<file path="src/smt_pkg.sv">
// Shared constants, types and timing counts for the siren mode control
`default_nettype none
package smt_pkg;
    // ------------------------------------------------------------------
    // Selector positions (one bit per position, all low between stops)
    // ------------------------------------------------------------------
    localparam int unsigned SEL_W        = 5;
    localparam int unsigned SEL_RADIO    = 0;
    localparam int unsigned SEL_MANUAL   = 1;
    localparam int unsigned SEL_WAIL     = 2;
    localparam int unsigned SEL_YELP     = 3;
    localparam int unsigned SEL_TWO_TONE = 4;
    localparam logic [SEL_W-1:0] SEL_NONE = 5'h00;

    // ------------------------------------------------------------------
    // Timing
    // ------------------------------------------------------------------
    localparam int unsigned SYS_CLK_KHZ    = 125000;
    localparam int unsigned HOLDOFF_MS     = 1000;
    localparam int unsigned HOLDOFF_CYC    = HOLDOFF_MS * SYS_CLK_KHZ;
    localparam int unsigned DEBOUNCE_US    = 1000;
    localparam int unsigned DEBOUNCE_CYC   =
        (DEBOUNCE_US * SYS_CLK_KHZ + 999) / 1000;
    localparam int unsigned CNT_W          = 28;

    // ------------------------------------------------------------------
    // Decoded siren mode, Gray coded along the selector order
    // ------------------------------------------------------------------
    typedef enum logic [2:0] {
        SMT_MODE_NONE     = 3'h0,
        SMT_MODE_RADIO    = 3'h1,
        SMT_MODE_MANUAL   = 3'h3,
        SMT_MODE_WAIL     = 3'h2,
        SMT_MODE_YELP     = 3'h6,
        SMT_MODE_TWO_TONE = 3'h7,
        SMT_MODE_PA       = 3'h5
    } smt_mode_e;

    // Horn-ring acceptance state after power-up
    typedef enum logic {
        SMT_RING_HOLD  = 1'h0,
        SMT_RING_ARMED = 1'h1
    } smt_ring_e;

    // Front-panel and vehicle inputs
    typedef struct packed {
        logic [SEL_W-1:0] selector;    // Mode selector switch, one-hot
        logic             paddle_up;   // Paddle up: air horn
        logic             paddle_down; // Paddle down: peak and hold
        logic             ptt;         // Microphone push-to-talk
        logic             ring_pos;    // Horn ring contact, high side
        logic             ring_neg;    // Horn ring contact, low side
        logic             jumper_a;    // Horn ring sound jumper a, air only when a and b are both 1
        logic             jumper_b;    // Horn ring sound jumper b, air only when a and b are both 1
        logic             low_freq;    // Control level below low reference
        logic             rate_sq;     // Siren rate oscillator output
        logic             power_good;  // Siren circuitry powered
    } smt_panel_s;

    // Controls to the analog sections
    typedef struct packed {
        logic tone_inhibit;      // Tone oscillator inhibit
        logic airhorn_run;       // Air-horn rate oscillator released
        logic rate_discharge_en; // Siren rate discharge path enabled
        logic tone_src_airhorn;  // Tone control from air-horn level
        logic rate_square;       // Square two-level rate control
        logic yelp_ctrl;         // Yelp line to rate oscillator
        logic audio_radio;       // Amplifier fed from radio audio
        logic bias_en;           // Output stage biasing on
        logic horn_pulse;        // Horn ring pulse, qualified
    } smt_ctl_s;

    localparam smt_ctl_s CTL_RESET = '{
        tone_inhibit: 1'b1, rate_discharge_en: 1'b1, default: 1'b0};
endpackage : smt_pkg
`default_nettype wire

</file>
<file path="src/smt_siren_mode_tone_control.sv">
// Siren mode decode, horn ring toggle and tone control logic
// Operation
// - Inhibit tone oscillator while control level is below low reference.
// - Also inhibit tone oscillator for radio or push-to-talk.
// - Air-horn oscillator held in reset unless air-horn control high.
// - Peak request disables siren rate discharge path.
// - Tone control from air-horn level while air-horn override active.
// - Ramp rate control in manual, wail, yelp; square in two-tone.
// - Horn ring contact of either polarity gives matching high pulse.
// - In wail or yelp, debounced ring pulse toggles one flip-flop.
// - Toggle output XORed with yelp line swaps yelp and wail.
// - Selector no-position state clears the toggle flip-flop.
// - Manual with peak jumper: peak while horn ring pulse active.
// - Manual or two-tone with air jumper: air horn while pulse active.
// - Horn ring accepted only while siren circuitry powered.
// - Microphone audio by default, radio audio in radio position.
// - Output biasing on for radio or push-to-talk.
// - Mode decoded from selector and push-to-talk.
// - Push-to-talk overrides all siren functions except radio.
// - Horn ring held off about one second after power-up.
// - In manual, wail, yelp or two-tone, paddle up gives air horn, down gives peak.
`default_nettype none
module smt_siren_mode_tone_control
    import smt_pkg::*;
#(
    parameter int unsigned HOLDOFF_CYCLES  = HOLDOFF_CYC,
    parameter int unsigned DEBOUNCE_CYCLES = DEBOUNCE_CYC
) (
    input  wire logic       sys_clk_i,
    input  wire logic       rst_n_i,
    input  wire logic       ce_i,
    input  wire smt_panel_s panel_i,
    output var  smt_ctl_s   ctl_o,
    output var  smt_mode_e  mode_o,
    output var  logic       toggle_o
);

    // ------------------------------------------------------------------
    // Parameter checks
    // ------------------------------------------------------------------
    if (HOLDOFF_CYCLES < 1 || HOLDOFF_CYCLES >= (1 << CNT_W)) begin : g_ho
        $error("HOLDOFF_CYCLES out of counter range");
    end
    if (DEBOUNCE_CYCLES < 1 || DEBOUNCE_CYCLES >= (1 << CNT_W)) begin : g_db
        $error("DEBOUNCE_CYCLES out of counter range");
    end

    localparam logic [CNT_W-1:0] HOLD_LAST = CNT_W'(HOLDOFF_CYCLES - 1);
    localparam logic [CNT_W-1:0] DB_LAST   = CNT_W'(DEBOUNCE_CYCLES - 1);

    // ------------------------------------------------------------------
    // Mode decode
    // ------------------------------------------------------------------
    // Radio wins over push-to-talk; push-to-talk wins over siren modes
    function automatic smt_mode_e decode_mode(
        input logic [SEL_W-1:0] sel,
        input logic             ptt
    );
        smt_mode_e m;
        m = SMT_MODE_NONE;
        if (sel == (SEL_W'(1) << SEL_RADIO)) begin
            m = SMT_MODE_RADIO;
        end else if (ptt) begin
            m = SMT_MODE_PA;
        end else if (sel == (SEL_W'(1) << SEL_MANUAL)) begin
            m = SMT_MODE_MANUAL;
        end else if (sel == (SEL_W'(1) << SEL_WAIL)) begin
            m = SMT_MODE_WAIL;
        end else if (sel == (SEL_W'(1) << SEL_YELP)) begin
            m = SMT_MODE_YELP;
        end else if (sel == (SEL_W'(1) << SEL_TWO_TONE)) begin
            m = SMT_MODE_TWO_TONE;
        end
        return m;
    endfunction

    // ------------------------------------------------------------------
    // Input synchroniser
    // ------------------------------------------------------------------
    smt_panel_s pin_meta;
    smt_panel_s pin;

    // Two flops on every pin; only the second is read
    always_ff @(posedge sys_clk_i or negedge rst_n_i) begin
        if (!rst_n_i) begin
            pin_meta <= '0;
            pin      <= '0;
        end else if (ce_i) begin
            pin_meta <= panel_i;
            pin      <= pin_meta;
        end
    end

    // ------------------------------------------------------------------
    // Horn ring power-up hold-off and pulse qualification
    // ------------------------------------------------------------------
    smt_ring_e        ring_st;
    smt_ring_e        next_ring_st;
    logic [CNT_W-1:0] hold_cnt;
    logic [CNT_W-1:0] next_hold_cnt;
    logic             ring_pulse;

    // Count from release of reset and power good before arming the ring
    always_comb begin
        next_ring_st  = ring_st;
        next_hold_cnt = hold_cnt;
        unique case (ring_st)
            SMT_RING_HOLD: begin
                if (!pin.power_good) begin
                    next_hold_cnt = '0;
                end else if (hold_cnt == HOLD_LAST) begin
                    next_ring_st  = SMT_RING_ARMED;
                end else begin
                    next_hold_cnt = hold_cnt + CNT_W'(1);
                end
            end
            SMT_RING_ARMED: begin
                if (!pin.power_good) begin
                    next_ring_st  = SMT_RING_HOLD;
                    next_hold_cnt = '0;
                end
            end
        endcase
    end

    // Either contact polarity gives a high pulse of equal length
    assign ring_pulse = (pin.ring_pos | pin.ring_neg)
                        & (ring_st == SMT_RING_ARMED)
                        & pin.power_good;

    always_ff @(posedge sys_clk_i or negedge rst_n_i) begin
        if (!rst_n_i) begin
            ring_st  <= SMT_RING_HOLD;
            hold_cnt <= '0;
        end else if (ce_i) begin
            ring_st  <= next_ring_st;
            hold_cnt <= next_hold_cnt;
        end
    end

    // ------------------------------------------------------------------
    // Debounce and toggle flip-flop
    // ------------------------------------------------------------------
    smt_mode_e        mode;
    logic [CNT_W-1:0] db_cnt;
    logic [CNT_W-1:0] next_db_cnt;
    logic             db_level;
    logic             next_db_level;
    logic             toggle;
    logic             next_toggle;
    logic [SEL_W-1:0] sel_prev;
    logic             tap_mode;

    assign mode     = decode_mode(pin.selector, pin.ptt);
    assign tap_mode = (mode == SMT_MODE_WAIL) || (mode == SMT_MODE_YELP);

    // Level must hold for the debounce count before it is taken
    always_comb begin
        next_db_cnt   = '0;
        next_db_level = db_level;
        next_toggle   = toggle;
        if (ring_pulse != db_level) begin
            if (db_cnt == DB_LAST) begin
                next_db_level = ring_pulse;
            end else begin
                next_db_cnt = db_cnt + CNT_W'(1);
            end
        end
        if (tap_mode && ring_pulse && !db_level
            && next_db_level) begin
            next_toggle = ~toggle;
        end
        // Selector between stops, or a new stop, restores true yelp line
        if (pin.selector == SEL_NONE || pin.selector != sel_prev) begin
            next_toggle = 1'b0;
        end
    end

    always_ff @(posedge sys_clk_i or negedge rst_n_i) begin
        if (!rst_n_i) begin
            db_cnt   <= '0;
            db_level <= 1'b0;
            toggle   <= 1'b0;
            sel_prev <= SEL_NONE;
        end else if (ce_i) begin
            db_cnt   <= next_db_cnt;
            db_level <= next_db_level;
            toggle   <= next_toggle;
            sel_prev <= pin.selector;
        end
    end

    // ------------------------------------------------------------------
    // Control outputs
    // ------------------------------------------------------------------
    smt_ctl_s  next_ctl;
    logic      siren_on;
    logic      jumper_air;
    logic      peak_req;
    logic      air_req;
    logic      radio_or_ptt;

    assign siren_on     = (mode == SMT_MODE_MANUAL) || tap_mode
                          || (mode == SMT_MODE_TWO_TONE);
    assign jumper_air   = pin.jumper_a & pin.jumper_b;
    assign radio_or_ptt = (mode == SMT_MODE_RADIO) || pin.ptt;

    // Peak: paddle down, or ring in manual with peak jumper
    assign peak_req = siren_on & (pin.paddle_down
                      | ((mode == SMT_MODE_MANUAL) & ~jumper_air
                         & ring_pulse));

    // Air horn: paddle up, or ring in manual or two-tone with air jumper
    assign air_req = siren_on & (pin.paddle_up
                     | (((mode == SMT_MODE_MANUAL)
                         | (mode == SMT_MODE_TWO_TONE))
                        & jumper_air & ring_pulse));

    always_comb begin
        next_ctl                   = CTL_RESET;
        next_ctl.tone_inhibit      = pin.low_freq
                                     | radio_or_ptt
                                     | ~siren_on;
        next_ctl.airhorn_run       = air_req;
        next_ctl.rate_discharge_en = ~peak_req;
        next_ctl.tone_src_airhorn  = air_req;
        next_ctl.rate_square       = (mode == SMT_MODE_TWO_TONE);
        next_ctl.yelp_ctrl         = (mode == SMT_MODE_YELP)
                                     ^ toggle;
        next_ctl.audio_radio       = (mode == SMT_MODE_RADIO);
        next_ctl.bias_en           = radio_or_ptt;
        next_ctl.horn_pulse        = ring_pulse;
    end

    always_ff @(posedge sys_clk_i or negedge rst_n_i) begin
        if (!rst_n_i) begin
            ctl_o    <= CTL_RESET;
            mode_o   <= SMT_MODE_NONE;
            toggle_o <= 1'b0;
        end else if (ce_i) begin
            ctl_o    <= next_ctl;
            mode_o   <= mode;
            toggle_o <= toggle;
        end
    end

endmodule : smt_siren_mode_tone_control
`default_nettype wire

</file>
<file path="config.mk">
export PLATFORM = sky130hd
export DESIGN_NAME = smt_siren_mode_tone_control
export DESIGN_NICKNAME = d
export VERILOG_FILES = /design/src/smt_pkg.sv /design/src/smt_siren_mode_tone_control.sv
export SDC_FILE = /design/constraint.sdc
export NUM_CORES = 1
export LEC_CHECK = 0
export ABC_CLOCK_PERIOD_IN_PS = 1800
export BUFFER_PORTS_ARGS = -buffer_cell sky130_fd_sc_hd__clkbuf_2
export CELL_PAD_IN_SITES_DETAIL_PLACEMENT = 1
export CELL_PAD_IN_SITES_GLOBAL_PLACEMENT = 1
export CORE_MARGIN = 2
export CORE_UTILIZATION = 45
export CTS_BUF_LIST = sky130_fd_sc_hd__clkbuf_8
export CTS_CLUSTER_DIAMETER = 80
export DETAILED_ROUTE_END_ITERATION = 16
export PLACE_DENSITY = 0.76
export SLEW_MARGIN = 20
export SYNTH_ARGS = -nofsm -noshare
export SYNTH_HDL_FRONTEND = slang
export SYNTH_SLANG_ARGS = --single-unit
</file>
<file path="constraint.sdc">
create_clock -name sys_clk_i -period 1.8 [get_ports sys_clk_i]
set_input_delay 0.27 -clock sys_clk_i [delete_from_list [all_inputs] [get_ports sys_clk_i]]
set_output_delay 0.27 -clock sys_clk_i [all_outputs]
set_load 0.02 [all_outputs]
</file>
Yosys cells after proc, flatten, opt, wreduce, memory -nomap -nowiden. Index checks and enable logic that the tools add are counted. Widths: inputs -> output; s select.

Equal/unequal tests: 16. Reduce and logical (&&, ||, !) cells: 13. Bitwise gates (word level): 21. Add/subtract/negate cells: 2. Mux-type cells: 20.

Operators with widths (number): $mux 28 (5); $add 28x1->28 const B (2); $pmux 28 s2 (1); $eq 28x17->1 const B (1); $eq 28x27->1 const B (1); $mux 3 (6); $and 1x1->1 (9); $mux 1 (7); $eq 3x2->1 const B (2); $eq 3x3->1 const B (2); $or 1x1->1 (6); $eq 5x1->1 const B (1); $eq 5x2->1 const B (1); $eq 5x3->1 const B (1); $eq 5x4->1 const B (1); $eq 5x5->1 const B (1); $logic_not 5->1 (1); $logic_or 1x1->1 (5); $ne 5x5->1 (1); $not 1->1 (5); $eq 3x1->1 const B (1); $logic_and 1x1->1 (3); $ne 3x3->1 const B (1); $reduce_and 3->1 (1); 7 further kinds (7).

Word-level logic and storage cells: 108. Bits in registers: 104. Bits of input ports: 18.

Depth between registers and ports, before layout.
Depth in word-level cells: 14. Depth in mapped cells: 7. Mapped depth without buffers: 6.

Worst setup path after synthesis. No wires, ideal clock.

Path kind: reg-to-reg. Start: reg db_cnt[0]. End: reg db_cnt[11]. Buffers on the path: 1. Setup slack: -145 ps. Library setup time: 119 ps. Data required time: 1681 ps. Arrival: 1827 ps. Stages on the path, launching flop included: 8. Cells stage by stage: dfrtp_1 > ha_1 > and4b_1 > nand4_1 > o41ai_4 > and2_4 > buf_6 > nor2_1.

Longest elaborated chain between the ends: 3. Elaborated cells on any way between the ends: 4.

Ends and longest elaborated chain: start: declaration (RTL line smt_siren_mode_tone_control.sv:145) `logic [CNT_W-1:0] db_cnt;`; start signal: assignment (RTL line smt_siren_mode_tone_control.sv:186) `db_cnt <= next_db_cnt;`; $add 28x1->28 or $eq 28x17->1 (tied branches) (RTL line smt_siren_mode_tone_control.sv:166, smt_siren_mode_tone_control.sv:163); $mux 28 (*) (RTL line smt_siren_mode_tone_control.sv:163) `if (db_cnt == DB_LAST) begin`; $mux 28 (*) (RTL line smt_siren_mode_tone_control.sv:162) `if (ring_pulse != db_level) begin`.

Mark *: on every way between the ends. The rest lies on a longest branch, timed or not. A chain may end at the register's enable or synchronous reset.

Worst setup path after layout.
Start: reg hold_cnt[0]. End: reg hold_cnt[12].

Longest elaborated chain between the ends: 4. Elaborated cells on any way between the ends: 7.

Ends and longest elaborated chain: start: declaration (RTL line smt_siren_mode_tone_control.sv:99) `logic [CNT_W-1:0] hold_cnt;`; start signal: assignment (RTL line smt_siren_mode_tone_control.sv:137) `hold_cnt <= next_hold_cnt;`; $add 28x1->28 (RTL line smt_siren_mode_tone_control.sv:114) `next_hold_cnt = hold_cnt + CNT_W'(1);`; $mux 28 (RTL line smt_siren_mode_tone_control.sv:111) `end else if (hold_cnt == HOLD_LAST) begin`; $mux 28 (RTL line smt_siren_mode_tone_control.sv:109) `if (!pin.power_good) begin`; $pmux 28 s2 (RTL line smt_siren_mode_tone_control.sv:107) `unique case (ring_st)`.

Parallel ways exist; a longest one is shown, timed or not. The select of a mux whose other input is x is not followed.

==> out/results.ini <==
[clock_network]
clk_pin_slew_ps=120
clock_latency_ps=400
numCtsBuffers=9
htreeDepth=3
root_buffer=clkbuf_8
cts_buffer_depth=2
cts.sinks=104
cts_tree=yes

[die]
die_h_um=111
fp-row-count=39
start_util_pct=45.5
ios=31
dieArea_mm2=0.0123
fp.coreArea_mm2=0.0113
fp.dieW_um=111

[synth]
synth_seq_cells=104
async_flop_share_pct=100
yosysSeqAreaShare_pct=50.5
synth_edf_count=0
synth_ff_type=dfrtp_1
netlist_area_mm2=0.00516
synth_nets=514
yosysWarnings=0
synth_area_leaders=dfrtp_1 (50%), mux2_2 (7.6%), o21ai_0 (4.0%), nor2_1 (3.7%), xor2_1 (3.4%)
yosys.cell_types.count=56
synth_top_cell_by_area=dfrtp_1
netlist.area_leader.share_pct=49.5
synth.avg_cell_area_um2=10.4
synthCells=494

[setup_path]
reg2reg_depth=8
cpPeakStageDelay_ps=460
worstSetupEndpointType=flip-flop
cp_num_cells=8
crit_fanout=5
critical_path_buf_inv_count=3
critical_path_required_ps=2130
crit_chain=ha_2 -> nand4_1 -> nor4_2 -> a221o_1 -> buf_6 -> buf_8 -> buf_6 -> o22a_1
crit_family=simple AND/OR/NAND/NOR gates
cp_slowest_cell=nor4_2
worstPathArrival_ps=2500
path_class=flip-flop to flip-flop
crit_top_cell=buf_6
critPathLaunchType=flip-flop

[drt]
viasPerCell=6.00
via_count=4769
wl_um=18900
drt_iter0_drc=263
ant_nets=0
drc=0
wl_per_cell_um=23.8
dr.pass1.iters=4

[placement]
place_inst=744
gp_congestion=0.862
dp_hpwl_um=10100
port_buffers=29

[timing]
max_freq_mhz=461
final_max_slew_viol_count=0
clock_skew_ps=15.3
setup_viol=59
min_period_ps=2170
fin_ws_ps=-368
hold_viol=0
fin_crit_sh_pct=120
rsz0062_at_grt=true
max_slew_margin_pct=63.2
tightest_slew_ps=548

[outcome]
violations=setup timing
run_status=complete, but fails checks

[power]
leakagePower_nw=3.16
ir_drop_uv=617
switching_share_pct=32.4
internal-power_mw=3.64
power.switching_mw=1.74
clkPwrFrac_pct=31.2
pwr-share-comb_pct=20.6
p_per_area_mw_per_mm2=745
power.share.sequential_pct=48.2

[cells_and_area]
drive_gt1_share_pct=47.7
areaGrowthSynthToFinish_pct=40.2
layout_common_cells=buf_4 (116), dfrtp_1 (98), mux2_2 (35)
final_util_pct=63.8
diodes=0
final_nets=667
instances_no_fill=795
final_common_cell=buf_4

[hold_path]
hold_class=input pin to flip-flop
hold-path-cell-count=2

[global_route]
grt_pass1_vias=5152
antenna_found_initial=0
grt_max_degree=44
grt_pass1_wl_um=27200
grtUsageTotal_pct=27.9
overflow=0

[flow_run]
maxCapViolations=0

## metrics by stage
stage / setup TNS [ps] / cell area (µm²) / total power, mW / worst slack, ps / hold WS (ps)
finish: -16780 / 7230 / 5.39 / -368 / 94.8
detailed placement: -8630 / 6190 / 3.45 / -237 / 258
global placement: -3410 / 6190 / 3.39 / -150 / 246
CTS: -7570 / 6820 / 5.25 / -242 / 86.6
global route: -19500 / 7230 / 5.58 / -402 / 83.3
floorplan: -3150 / 5170 / 3.08 / -144 / -25.6
## Yosys cell counts (2+ instances only)
master     count
ha_1           2
and4_1         5
nand3b_1       3
inv_1          7
a31oi_1        9
nor3_1         5
or3_1          5
dfstp_2        2
buf_2          4
nand3_1       25
and2_1         4
nor2_1        51
a41oi_1        2
a21oi_1       15
dfrtp_1      102
o41ai_1        3
nand4_1       18
a21o_1         3
a211o_1        3
nor4_4         2
nor4_1         7
mux2_2        35
and3_1         7
buf_1          4
o21ai_0       41
xnor2_1       10
o22a_1         3
buf_6          2
o31ai_1       16
nand2b_1       8
o2bb2ai_1      4
nand2_1       28
nor4b_1        4
clkbuf_2       3
clkbuf_1      11
xor2_1        20
or4b_4         2
## worst reg2reg max path, delay by kind of cell, from the launching register on
| kind | cells | cell delay (ps) |
|---|---|---|
| AND/OR/NAND/NOR | 2 | 640 |
| buffers and inverters | 3 | 430 |
| adder cells (fa/ha/maj) | 1 | 190 |
| flip-flops | 1 | 390 |
| AO/OA/AOI/OAI | 2 | 470 |
## routing by layer
layer,track usage [%],routed length (µm),vias to the layer above
met5,0,0,-
met4,13.5,659,0
met3,3.61,694,54
met2,48.8,10200,114
met1,34.2,7330,2485
li1,-,-,2116
## sequential cells by signal (all words and copies together), names as in the netlist
name      flops
ctl_o         8
sel_prev      5
ring_st       1
db_cnt       28
pin          14
mode_o        3
db_level      1
pin_meta     14
toggle        1
hold_cnt     28
toggle_o      1
## cell type report
cell class | instances | area, µm²
inverter | 7 | 26.3
clock inverter | 7 | 92.6
sequential | 104 | 2610
tap | 143 | 179
timing repair buffer | 164 | 1280
multi-input combinational | 361 | 2910
clock buffer | 9 | 124
fill | 1199 | 4090
## power by group through the flow
| stage | Combinational [mW] | Clock (mW) | Sequential (mW) |
|---|---|---|---|
| after floorplan | 0.449 | 0 | 2.63 |
| after global placement | 0.778 | 0 | 2.61 |
| after detailed placement | 0.830 | 0 | 2.63 |
| after CTS | 0.991 | 1.68 | 2.59 |
| after global routing | 1.18 | 1.79 | 2.61 |
| final | 1.11 | 1.68 | 2.60 |
## what timing repair did
item	in CTS	in global routing
hold buffers	1	0
setup buffers	15	20
endpoints found under the hold margin	29	0
endpoints found under the setup margin	60	61
pin swaps	39	28
cloned	4	1
resized for setup	92	68
## cells by family (layout without fill, tap and decap cells)
kind of cell    after synthesis  count (layout)  share of synthesized area, %
flops                       104             104                          50.5
buf+inv                      32             187                          2.86
compound gates              106             106                          13.4
simple gates                184             187                          19.8
mux                          36              36                          7.84
xor+xnor                     30              30                          5.10
fa+ha+maj                     2               2                         0.485
## path summary, 6_finish.rpt
path                         startpoint            to  slack (ps)
min in group asynchronous       rst_n_i    db_cnt[13]         350
max in group asynchronous       rst_n_i      ctl_o[6]         790
setup / recovery            hold_cnt[0]  hold_cnt[12]        -370
setup reg to reg            hold_cnt[0]  hold_cnt[12]        -370
hold reg to reg            pin_meta[12]  pin_meta[12]         520
hold / removal               panel_i[5]   pin_meta[5]          90
(Power assumes the default switching activity.)
